`src/logic/pad_cfg_map.svh`:
```
// Purpose: offsets, field positions and reset values of the pad bank
// Assumes: 32-bit registers, one aligned word each
// Notes: definitions only
`ifndef PAD_CFG_MAP_SVH
`define PAD_CFG_MAP_SVH

`define PAD_FIRST_INDEX 18
`define PAD_COUNT 6
`define PAD18_OFFSET 12'h048
`define PAD19_OFFSET 12'h04c
`define PAD20_OFFSET 12'h050
`define PAD21_OFFSET 12'h054
`define PAD22_OFFSET 12'h058
`define PAD23_OFFSET 12'h05c

`define FLD_FUNC_LSB 0
`define FLD_FUNC_MSB 1
`define FLD_SRC_LSB 3
`define FLD_SRC_MSB 4
`define FLD_DRV_OFF_BIT 5
`define FLD_IDLE_LSB 6
`define FLD_IDLE_MSB 7
`define FLD_DRIVE_LSB 8
`define FLD_DRIVE_MSB 9
`define FLD_SLEW_BIT 10
`define FLD_RX_BIT 11
`define FLD_HYST_BIT 12

`define WRITABLE_MASK 32'h00001ffb

// reset images: pads 19, 20 pull down and receive on
`define RESET_PLAIN 32'h00000120
`define RESET_PULLED 32'h000009a0

`define SRC_LOCAL 2'h0
`define SRC_OTHER 2'h1
`define SRC_FABRIC 2'h2
`define IDLE_Z 2'h0
`define IDLE_UP 2'h1
`define IDLE_DOWN 2'h2
`define IDLE_KEEP 2'h3

`define AXI_RESP_OKAY 2'h0
`define AXI_RESP_SLVERR 2'h2

`endif

```
`src/logic/pad_cfg_pkg.sv`:
```
// Purpose: types shared by the pad configuration bank
// Assumes: nothing
// Notes: no constants here; see pad_cfg_map.svh
package pad_cfg_pkg;

    typedef struct packed {
        logic hysteresis_on;
        logic rx_enable;
        logic edge_speed;
        logic [1:0] drive_code;
        logic [1:0] idle_state;
        logic driver_disable_n;
        logic [1:0] out_source;
        logic [1:0] alt_function_pick;
    } pad_ctrl_type;

    typedef enum logic [2:0] {
        wr_idle = 3'h1,
        wr_collect = 3'h2,
        wr_respond = 3'h4
    } wr_state_type;

endpackage

```
`src/logic/pad_field_split.sv`:
```
// Purpose: splits one stored register word into pad control fields
// Assumes: word already masked to writable bits
// Notes: pure decode, no state
`timescale 1ns/10ps
`include "pad_cfg_map.svh"

module pad_field_split (
    // stored word
    input wire logic [31:0] word,
    // pad controls
    output pad_cfg_pkg::pad_ctrl_type ctrl
);
    always_comb begin
        ctrl.alt_function_pick = word[`FLD_FUNC_MSB:`FLD_FUNC_LSB];
        ctrl.out_source = word[`FLD_SRC_MSB:`FLD_SRC_LSB];
        ctrl.driver_disable_n = word[`FLD_DRV_OFF_BIT];
        ctrl.idle_state = word[`FLD_IDLE_MSB:`FLD_IDLE_LSB];
        ctrl.drive_code = word[`FLD_DRIVE_MSB:`FLD_DRIVE_LSB];
        ctrl.edge_speed = word[`FLD_SLEW_BIT];
        ctrl.rx_enable = word[`FLD_RX_BIT];
        ctrl.hysteresis_on = word[`FLD_HYST_BIT];
    end
endmodule

```
`src/logic/pad_config_bank.sv`:
```
// Overview of operation
// - bits 1:0 pick the pad's alternate output function, reset zero
// - bits 4:3 pick output control: local regs, other logic, fabric; reset 0
// - bit 5 high disables the pad driver; resets high, drivers off
// - bits 7:6 idle state z/up/down/keep; pads 19,20 reset pull-down
// - bits 9:8 drive strength 2/4/8/12 mA, reset code one
// - bit 10 high fast edges, low slow edges; reset zero
// - bit 11 enables receiver; reset one for pads 19 and 20 only
// - bit 12 turns on input hysteresis; reset zero
//
// Purpose: AXI4-Lite register bank for pads 18 to 23
// Assumes: one write and one read in flight at most
// Notes: unmapped addresses answer SLVERR, reads return zero
`timescale 1ns/10ps
`include "pad_cfg_map.svh"

module pad_config_bank #(
    parameter int PADS = `PAD_COUNT
) (
    // clock and reset
    input wire logic clk,
    input wire logic nrst,
    // write address channel
    input wire logic [11:0] awaddr,
    input wire logic awvalid,
    output logic awready,
    // write data channel
    input wire logic [31:0] wdata,
    input wire logic [3:0] wstrb,
    input wire logic wvalid,
    output logic wready,
    // write response channel
    output logic [1:0] bresp,
    output logic bvalid,
    input wire logic bready,
    // read address channel
    input wire logic [11:0] araddr,
    input wire logic arvalid,
    output logic arready,
    // read data channel
    output logic [31:0] rdata,
    output logic [1:0] rresp,
    output logic rvalid,
    input wire logic rready,
    // pad controls, one entry per pad
    output pad_cfg_pkg::pad_ctrl_type [PADS-1:0] pad_ctrl
);

    // ------------------------------------------------------------
    // state
    // ------------------------------------------------------------
    typedef struct packed {
        pad_cfg_pkg::wr_state_type wr_state;
        logic have_addr;
        logic have_data;
        logic [11:0] wr_addr;
        logic [31:0] wr_data;
        logic [3:0] wr_strb;
        logic awready;
        logic wready;
        logic bvalid;
        logic [1:0] bresp;
        logic arready;
        logic rvalid;
        logic [31:0] rdata;
        logic [1:0] rresp;
        logic [PADS-1:0][31:0] regs;
        pad_cfg_pkg::pad_ctrl_type [PADS-1:0] pads;
    } bank_state_type;

    bank_state_type cur;
    bank_state_type next_cur;
    pad_cfg_pkg::pad_ctrl_type [PADS-1:0] split_ctrl;

    // ------------------------------------------------------------
    // helpers
    // ------------------------------------------------------------
    function automatic logic [3:0] decode_slot(input logic [11:0] addr);
        logic [3:0] slot;
        slot = 4'hf;
        case (addr)
            `PAD18_OFFSET: slot = 4'h0;
            `PAD19_OFFSET: slot = 4'h1;
            `PAD20_OFFSET: slot = 4'h2;
            `PAD21_OFFSET: slot = 4'h3;
            `PAD22_OFFSET: slot = 4'h4;
            `PAD23_OFFSET: slot = 4'h5;
            default: slot = 4'hf;
        endcase
        if (slot != 4'hf && 32'(slot) >= PADS) begin
            slot = 4'hf;
        end
        return slot;
    endfunction

    function automatic logic [31:0] reset_word(input int idx);
        logic [31:0] w;
        w = `RESET_PLAIN;
        if (idx + `PAD_FIRST_INDEX == 19 || idx + `PAD_FIRST_INDEX == 20) begin
            w = `RESET_PULLED;
        end
        return w;
    endfunction

    function automatic logic [31:0] merge_strb(input logic [31:0] old,
            input logic [31:0] data, input logic [3:0] strb);
        logic [31:0] w;
        w = old;
        for (int b = 0; b < 4; b++) begin
            if (strb[b]) begin
                w[b*8 +: 8] = data[b*8 +: 8];
            end
        end
        return w & `WRITABLE_MASK;
    endfunction

    // pad fields of a word, hole at bit 2 squeezed out
    function automatic pad_cfg_pkg::pad_ctrl_type word_ctrl(
            input logic [31:0] w);
        return {w[`FLD_HYST_BIT:`FLD_SRC_LSB],
            w[`FLD_FUNC_MSB:`FLD_FUNC_LSB]};
    endfunction

    // ------------------------------------------------------------
    // next state
    // ------------------------------------------------------------
    always_comb begin
        logic [3:0] wslot;
        logic [3:0] rslot;
        next_cur = cur;
        next_cur.pads = split_ctrl;
        wslot = decode_slot(cur.wr_addr);
        rslot = decode_slot(araddr);
        // write address and data, either order
        if (awvalid && cur.awready) begin
            next_cur.have_addr = 1'b1;
            next_cur.wr_addr = awaddr;
            next_cur.awready = 1'b0;
        end
        if (wvalid && cur.wready) begin
            next_cur.have_data = 1'b1;
            next_cur.wr_data = wdata;
            next_cur.wr_strb = wstrb;
            next_cur.wready = 1'b0;
        end
        case (cur.wr_state)
            pad_cfg_pkg::wr_idle: begin
                next_cur.wr_state = pad_cfg_pkg::wr_collect;
            end
            pad_cfg_pkg::wr_collect: begin
                if (cur.have_addr && cur.have_data) begin
                    if (wslot != 4'hf) begin
                        next_cur.regs[wslot] = merge_strb(cur.regs[wslot],
                            cur.wr_data, cur.wr_strb);
                        next_cur.bresp = `AXI_RESP_OKAY;
                    end else begin
                        next_cur.bresp = `AXI_RESP_SLVERR;
                    end
                    next_cur.bvalid = 1'b1;
                    next_cur.have_addr = 1'b0;
                    next_cur.have_data = 1'b0;
                    next_cur.wr_state = pad_cfg_pkg::wr_respond;
                end
            end
            pad_cfg_pkg::wr_respond: begin
                if (bready) begin
                    next_cur.bvalid = 1'b0;
                    next_cur.awready = 1'b1;
                    next_cur.wready = 1'b1;
                    next_cur.wr_state = pad_cfg_pkg::wr_collect;
                end
            end
            default: begin
                next_cur.wr_state = pad_cfg_pkg::wr_idle;
            end
        endcase
        // read path: one outstanding read
        if (arvalid && cur.arready) begin
            next_cur.arready = 1'b0;
            next_cur.rvalid = 1'b1;
            if (rslot != 4'hf) begin
                next_cur.rdata = cur.regs[rslot];
                next_cur.rresp = `AXI_RESP_OKAY;
            end else begin
                next_cur.rdata = 32'h00000000;
                next_cur.rresp = `AXI_RESP_SLVERR;
            end
        end else if (cur.rvalid && rready) begin
            next_cur.rvalid = 1'b0;
            next_cur.arready = 1'b1;
        end
    end

    // ------------------------------------------------------------
    // registers
    // ------------------------------------------------------------
    always_ff @(posedge clk or negedge nrst) begin
        if (!nrst) begin
            cur.wr_state <= pad_cfg_pkg::wr_idle;
            cur.have_addr <= 1'b0;
            cur.have_data <= 1'b0;
            cur.wr_addr <= 12'h000;
            cur.wr_data <= 32'h00000000;
            cur.wr_strb <= 4'h0;
            cur.awready <= 1'b1;
            cur.wready <= 1'b1;
            cur.bvalid <= 1'b0;
            cur.bresp <= 2'h0;
            cur.arready <= 1'b1;
            cur.rvalid <= 1'b0;
            cur.rdata <= 32'h00000000;
            cur.rresp <= 2'h0;
            for (int i = 0; i < PADS; i++) begin
                cur.regs[i] <= reset_word(i);
                cur.pads[i] <= word_ctrl(reset_word(i));
            end
        end else begin
            cur <= next_cur;
        end
    end

    // ------------------------------------------------------------
    // pad control outputs
    // ------------------------------------------------------------
    for (genvar g = 0; g < PADS; g++) begin : gen_split
        pad_field_split u_split (
            .word(cur.regs[g]),
            .ctrl(split_ctrl[g])
        );
    end

    // pad pins come straight from the registered copy
    assign pad_ctrl = cur.pads;

    assign awready = cur.awready;
    assign wready = cur.wready;
    assign bvalid = cur.bvalid;
    assign bresp = cur.bresp;
    assign arready = cur.arready;
    assign rvalid = cur.rvalid;
    assign rdata = cur.rdata;
    assign rresp = cur.rresp;

    // ------------------------------------------------------------
    // checks
    // ------------------------------------------------------------
    chk_reserved_zero: assert property (@(posedge clk)
        disable iff (!nrst)
        rvalid |-> (rdata & ~`WRITABLE_MASK) == 32'h0)
        else $error("reserved bits read nonzero");

    chk_pad_follows: assert property (@(posedge clk)
        disable iff (!nrst)
        pad_ctrl[0] == word_ctrl($past(cur.regs[0])))
        else $error("pad controls lag register");

    chk_reset_image: assert property (@(posedge clk)
        !nrst |=> cur.regs[0] == `RESET_PLAIN &&
            cur.regs[1] == `RESET_PULLED &&
            pad_ctrl[0] == word_ctrl(`RESET_PLAIN) &&
            pad_ctrl[1] == word_ctrl(`RESET_PULLED))
        else $error("reset image wrong");

    chk_write_lands: assert property (@(posedge clk)
        disable iff (!nrst)
        (cur.wr_state == pad_cfg_pkg::wr_collect && cur.have_addr &&
         cur.have_data && cur.wr_addr == `PAD18_OFFSET &&
         cur.wr_strb == 4'hf)
        |=> ##1 pad_ctrl[0].driver_disable_n ==
            $past(cur.wr_data[`FLD_DRV_OFF_BIT], 2))
        else $error("driver enable not written");

    chk_src_lands: assert property (@(posedge clk)
        disable iff (!nrst)
        (cur.wr_state == pad_cfg_pkg::wr_collect && cur.have_addr &&
         cur.have_data && cur.wr_addr == `PAD19_OFFSET &&
         cur.wr_strb[0])
        |=> cur.regs[1][`FLD_SRC_MSB:`FLD_SRC_LSB] ==
            $past(cur.wr_data[`FLD_SRC_MSB:`FLD_SRC_LSB]))
        else $error("output source not written");

    chk_func_lands: assert property (@(posedge clk)
        disable iff (!nrst)
        (cur.wr_state == pad_cfg_pkg::wr_collect && cur.have_addr &&
         cur.have_data && cur.wr_addr == `PAD20_OFFSET &&
         cur.wr_strb[0])
        |=> ##1 pad_ctrl[2].alt_function_pick ==
            $past(cur.wr_data[`FLD_FUNC_MSB:`FLD_FUNC_LSB], 2))
        else $error("function select not written");

    chk_upper_lands: assert property (@(posedge clk)
        disable iff (!nrst)
        (cur.wr_state == pad_cfg_pkg::wr_collect && cur.have_addr &&
         cur.have_data && cur.wr_addr == `PAD21_OFFSET &&
         cur.wr_strb[1])
        |=> ##1 {pad_ctrl[3].hysteresis_on, pad_ctrl[3].rx_enable,
            pad_ctrl[3].edge_speed, pad_ctrl[3].drive_code} ==
            $past(cur.wr_data[12:8], 2))
        else $error("upper fields not written");

    chk_idle_lands: assert property (@(posedge clk)
        disable iff (!nrst)
        (cur.wr_state == pad_cfg_pkg::wr_collect && cur.have_addr &&
         cur.have_data && cur.wr_addr == `PAD22_OFFSET &&
         cur.wr_strb[0])
        |=> ##1 pad_ctrl[4].idle_state ==
            $past(cur.wr_data[`FLD_IDLE_MSB:`FLD_IDLE_LSB], 2))
        else $error("idle state not written");

    chk_slew_lands: assert property (@(posedge clk)
        disable iff (!nrst)
        (cur.wr_state == pad_cfg_pkg::wr_collect && cur.have_addr &&
         cur.have_data && cur.wr_addr == `PAD23_OFFSET &&
         cur.wr_strb[1])
        |=> ##1 pad_ctrl[5].edge_speed ==
            $past(cur.wr_data[`FLD_SLEW_BIT], 2))
        else $error("slew control not written");

    chk_rx_lands: assert property (@(posedge clk)
        disable iff (!nrst)
        (cur.wr_state == pad_cfg_pkg::wr_collect && cur.have_addr &&
         cur.have_data && cur.wr_addr == `PAD19_OFFSET &&
         cur.wr_strb[1])
        |=> ##1 pad_ctrl[1].rx_enable ==
            $past(cur.wr_data[`FLD_RX_BIT], 2))
        else $error("receive enable not written");

    chk_hyst_lands: assert property (@(posedge clk)
        disable iff (!nrst)
        (cur.wr_state == pad_cfg_pkg::wr_collect && cur.have_addr &&
         cur.have_data && cur.wr_addr == `PAD20_OFFSET &&
         cur.wr_strb[1])
        |=> ##1 pad_ctrl[2].hysteresis_on ==
            $past(cur.wr_data[`FLD_HYST_BIT], 2))
        else $error("hysteresis not written");

    chk_bad_write: assert property (@(posedge clk)
        disable iff (!nrst)
        (cur.wr_state == pad_cfg_pkg::wr_collect && cur.have_addr &&
         cur.have_data && decode_slot(cur.wr_addr) == 4'hf)
        |=> bresp == `AXI_RESP_SLVERR && cur.regs == $past(cur.regs))
        else $error("unmapped write not refused");

    chk_bresp_held: assert property (@(posedge clk)
        disable iff (!nrst)
        bvalid && !bready |=> bvalid && $stable(bresp))
        else $error("write response dropped");

    chk_read_answer: assert property (@(posedge clk)
        disable iff (!nrst)
        arvalid && arready |=> rvalid)
        else $error("read not answered next cycle");

endmodule

```
`config.mk`:
```
export PLATFORM = sky130hd
export DESIGN_NAME = pad_config_bank
export DESIGN_NICKNAME = d
export VERILOG_FILES = /design/src/logic/pad_cfg_pkg.sv /design/src/logic/pad_field_split.sv /design/src/logic/pad_config_bank.sv
export VERILOG_INCLUDE_DIRS = /design/src /design/src/logic
export SDC_FILE = /design/constraint.sdc
export NUM_CORES = 1
export LEC_CHECK = 0
export BUFFER_PORTS_ARGS = -buffer_cell sky130_fd_sc_hd__buf_2
export CORE_MARGIN = 4
export CORE_UTILIZATION = 30
export CTS_CLUSTER_SIZE = 30
export DETAILED_ROUTE_END_ITERATION = 12
export SKIP_LAST_GASP = 1
export SLEW_MARGIN = 10
export SYNTH_ARGS = -nofsm -noshare
export SYNTH_HDL_FRONTEND = slang
export SYNTH_SLANG_ARGS = --single-unit
```
`constraint.sdc`:
```
create_clock -name clk -period 2.8 [get_ports clk]
set_clock_uncertainty 0.1 [all_clocks]
set_input_delay 0.14 -clock clk [delete_from_list [all_inputs] [get_ports clk]]
set_output_delay 0.14 -clock clk [all_outputs]
set_load 0.02 [all_outputs]
```
# Yosys cells after proc, flatten, opt, wreduce, memory -nomap -nowiden
# Index checks and enable logic that the tools add are counted.
[classes] order_cmp=5 eq_ne=21 muxes=35 n_reduce_logical=14
[op_table] op="$bmux 32 s3" n=2
[op_table] op="$bwmux 192" n=1
[op_table] op="$eq 12x7->1 const B" n=12
[op_table] op="$demux 32 s3" n=1
[op_table] op="$mux 32" n=2
[op_table] op="$pmux 4 s6" n=2
[op_table] op="$mux 34" n=1
[op_table] op="$mux 8" n=4
[op_table] op="$mux 5" n=5
[op_table] op="$ne 4x4->1 const B" n=4
[op_table] op="$mux 13" n=1
[op_table] op="$mux 2" n=5
[op_table] op="$mux 3" n=3
[op_table] op="$pmux 3 s3" n=1
[op_table] op="$ge 4x3->1 const B" n=2
[op_table] op="$logic_and 1x1->1" n=8
[op_table] op="$lt 4x4->1 const B" n=2
[op_table] op="$mux 4" n=2
[op_table] op="$reduce_and 3->1" n=2
[op_table] op="$ge 4x1->1 const B" n=1
[op_table] op="$mux 1" n=4
[op_table] op="$ne 2x2->1 const B" n=2
[op_table] op="$reduce_and 2->1" n=2
[op_table] op="$reduce_bool 2->1" n=2
[op_table] op="4 further kinds" n=4
[totals] regBits=337 inputBits=67 output_inout_bits=113 elab_cells=143

# Logic depth before layout (Yosys ltp)
[depth] word_depth=12 ltp_mapped=8 ltp_nobuf=5

# Modules after synthesis
# A second synthesis with hierarchy kept.
[hier_totals] cells_unflattened=869 hier_area_um2=9317.7
[by_module_without_submodules] module="pad_config_bank" n_inst=1 cells_each=797 area_per_inst_um2=8777.2 seq_area_each_um2=4899.7
[by_module_without_submodules] module="pad_field_split" n_inst=6 cells_each=12 area_per_inst_um2=90.1 seq_area_each_um2=0.0

# Worst setup path after synthesis
# No wires, ideal clock.
[synth_path] path_kind="reg-to-reg" from="register cur[351] (netlist bit)" to="register cur[109] (netlist bit)" arrival_ns=2.062 required_ns=2.609 setup_slack_ns=0.546 stages_incl_launch_ff=8 synth_period_minus_slack_ns=2.254 cell_sequence="dfrtp_1 or4b_4 buf_6 nor4_4 o221ai_1 and3b_1 buf_6 o31ai_1"
[synth_between] elab_chain_cells=12
[synth_rtl] element="start, declared" line="pad_config_bank.sv:71" text="bank_state_type cur;"
[synth_rtl] element="start signal, assigned" line="pad_config_bank.sv:218" text="cur <= next_cur;"
[synth_rtl] element="$eq 12x7->1" line="pad_config_bank.sv:81" text="case (addr)"
[synth_rtl] element="$pmux 4 s6 (*)" line="pad_config_bank.sv:81"
[synth_rtl] element="$ge 4x3->1 or $ne 4x4->1 (tied branches)" line="pad_config_bank.sv:90" text="if (slot != 4'hf && 32'(slot) >= PADS) begin"
[synth_rtl] element="$logic_and 1x1->1" line="pad_config_bank.sv:90"
[synth_rtl] element="$mux 4 (*)" line="pad_config_bank.sv:90"
[synth_rtl] element="$bmux 32 s3" line="pad_config_bank.sv:153" text="next_cur.regs[wslot] = merge_strb(cur.regs[wslot],"
[synth_rtl] element="$mux 13 (not written as such)" line="pad_config_bank.sv:153"
[synth_rtl] element="$mux 8" line="pad_config_bank.sv:110" text="if (strb[b]) begin"
[synth_rtl] element="$mux 8" line="pad_config_bank.sv:152" text="if (wslot != 4'hf) begin"
[synth_rtl] element="$mux 8" line="pad_config_bank.sv:151" text="if (cur.have_addr && cur.have_data) begin"
[synth_rtl] element="$mux 8" line="pad_config_bank.sv:146" text="case (cur.wr_state)"
[synth_rtl] element="$bwmux 192" line="pad_config_bank.sv:153"
# Mark *: on every way between the ends. The rest lies on a longest branch, timed or not. The select of a mux whose other input is x is not followed.
# A chain may end at the register's enable or synchronous reset.

# Final worst setup path
[layout_path] from="register cur[351] (netlist bit)" to="register cur[169] (netlist bit)"
# The elaborated chain is that of the path after synthesis.

==> impl_metrics.csv <==
group,metric,value,unit
placed_design,gp_congestion,0.808,
cts,cts.path.max_buffers,2,
sta,hold_ws,0.179,ns
cts,cts_resized,0,
cts,cts.sink_count,194,
grt,grt_usage,0.149,
cts,htreeDepth,4,
route,route.detailed.drc,0,
sta,final_hold_viol_count,0,
floorplan,die_w,178,um
yosys,yosysWarnings,0,
sta,setup_viol,0,
power,ir_worst_vdd,364,uV
yosys,synth_edf_count,0,
yosys,yosys.cell_count.top_type,"dfrtp_1",
yosys,synthesis.area,8680,um^2
placed_design,portBuffers,135,
cells_and_area,nFillCells,2833,
worst_setup_path,startpoint_type,"flip-flop",
sta,min_period_over_period,0.897,
worst_setup_path,r2r_slack,0.29,ns
grt,grt_max_degree,81,
route,post_drt_wl_per_cell,18.4,um
placed_design,dp_hpwl,16.2,mm
route,drtPass1Iterations,5,
route,wl,23.4,mm
cts,root_buffer,"clkbuf_16",
route,vias,5990,
placed_design,pre_cts_ws,0.277,ns
cells_and_area,diodes,0,
grt,grt_overflow,0,
cells_and_area,fin_util,0.355,
power,power_leakage,0.00475,uW
yosys,synthFlopType,"dfrtp_1",
cts,cts_setup_buffers,0,
worst_setup_path,critPathMaxFanout,9,
status,status,"complete, no violations",
route,dr.first_iter.drc_count,390,
cells_and_area,layout-drive-gt1-share,0.317,
grt,first_global_vias,6043,
yosys,synthCells,786,
yosys,synth_area_leaders,"dfrtp_1 46%, dfstp_2 11%, buf_4 9.3%, nand2_1 5.5%, mux2_2 4.7%",
sta,rsz0062_at_grt,"false",
floorplan,die_h,178,um
cts,cts_made_buffers,17,
worst_setup_path,arrival,2.75,ns
floorplan,core,28600,um^2
yosys,yosysSeqAreaShare,0.564,
worst_setup_path,critPathKind,"flip-flop to flip-flop",
power,total_power,7180,uW
route,vias_per_cell,4.72,
sta,setup_ws,0.290,ns
cts,cts_tree,"yes",
floorplan,start_util,0.303,
yosys,synth_cell_types,51,
yosys,syn_area_per_cell,11.0,um^2
grt,antenna_found_initial,0,
route,ant_nets,0,
sta,relSlewSlack,0.429,
power,power_density,706,nW/um^2
yosys,ys_ff_latch,194,
floorplan,io-pin-count,180,
yosys,async_flop_share,1.00,
floorplan,dieArea,31700,um^2
sta,tightestPinTransition,0.854,ns
cells_and_area,area_delta_synth_final,17.0,%
cts,path_clk_slew,0.08,ns
sta,fmax,398,MHz
yosys,yosys.area.top_type,"dfrtp_1",
cts,worst_skew_pair.late_latency,0.44,ns
worst_setup_path,required,3.04,ns
sta,fin_crit,2.51,ns
yosys,ys_top_cells_by_count,"158 x dfrtp_1, 128 x nand2_1, 108 x buf_4, 57 x o21ai_0, 37 x o31ai_1",
floorplan,std_cell_rows,62,
worst_setup_path,cp-end-kind,"flip-flop",
sta,setup_tns,0,ns
sta,slew_violations,0,
worst_hold_path,hp-class,"input pin to flip-flop",
yosys,yosysTopAreaCellShare,0.455,
job,drv_cap,0,
cts,ctsHoldBuffers,35,
cells_and_area,final_net_count,940,
grt,grt_pass1_wl,35.9,mm
sequential cells by signal, indices dropped and copies added (netlist names):
name	count
pad_ctrl	72
wready	1
rresp	1
rvalid	1
cur	103
rdata	12
arready	1
awready	1
bresp	1
bvalid	1
power by group:
part,internal [uW],leakage [uW],switching [uW]
combinational,481,0.00189,767
clock,1400,0.000318,1260
sequential,3020,0.00254,248
logic make-up after synthesis:
| family | after synthesis | synth area share |
|---|---|---|
| AO/OA/AOI/OAI | 160 | 0.121 |
| XOR/XNOR | 1 | 0.00101 |
| buffers and inverters | 159 | 0.122 |
| flip-flops | 194 | 0.564 |
| multiplexers | 52 | 0.0694 |
| other | 1 | 0.000432 |
| AND/OR/NAND/NOR | 219 | 0.122 |
final timing paths:
kind	startpoint	endpoint	cells past startpoint
min	araddr[11]	rdata[9]	6
max reg2reg	cur[351]	cur[169]	5
max in group asynchronous	nrst	pad_ctrl[4]	3
min reg2reg	cur[115]	pad_ctrl[22]	0
max	cur[351]	cur[169]	5
min in group asynchronous	nrst	cur[350]	2
cell usage in the layout, fill, tap and decap left out, drive strengths merged, types with 3 or more instances in the layout:
cell type | synthesis | final
buf | 119 | 164
dfrtp | 158 | 158
nand2 | 128 | 128
o21ai | 64 | 64
o31ai | 37 | 37
mux2 | 36 | 36
dfstp | 36 | 36
dlygate4sd3 | 0 | 35
conb | 1 | 22
nor2 | 20 | 20
clkbuf | 34 | 18
o221ai | 14 | 14
mux2i | 13 | 13
a221oi | 13 | 13
nand2b | 12 | 12
nor3 | 11 | 11
a21oi | 10 | 10
inv | 6 | 10
nand3 | 9 | 9
clkinv | 0 | 9
nor2b | 8 | 8
o22ai | 7 | 7
and3b | 6 | 6
nor4 | 5 | 5
o22a | 4 | 4
or3 | 3 | 3
mux4 | 3 | 3
nor4bb | 3 | 3
routing by layer:
layer	routed length [um]	GRT usage	vias to the layer above
met1	10900	0.218	2969
li1	-	-	2792
met5	0	0	-
met2	10500	0.224	211
met4	235	0.0316	0
met3	1700	0.0365	18
metrics by stage:
stage          area, um^2  cells
2_1_floorplan        8760    807
3_3_place_gp         9150   1203
3_5_place_dp         9150   1203
4_1_cts             10200   1270
5_1_grt             10200   1270
6_report            10200   1270
critical path, cell delays in order (launching register included):
cell and delay (ns):
dfrtp_1 0.40, or4b_4 0.62, nor3_4 0.52, o221ai_1 0.22
and3b_1 0.28, o31ai_1 0.27
layout make-up:
| cell class | instances | area, um^2 | area share |
|---|---|---|---|
| clock buffers | 17 | 425 | 0.0419 |
| clock inverters | 15 | 239 | 0.0235 |
| inverters | 6 | 22.5 | 0.00222 |
| multi-input cells | 454 | 2810 | 0.277 |
| flip-flops and latches | 194 | 4900 | 0.482 |
| well taps | 384 | 480 | 0.0473 |
| repair buffers | 200 | 1280 | 0.126 |
(Power assumes the default switching activity.)
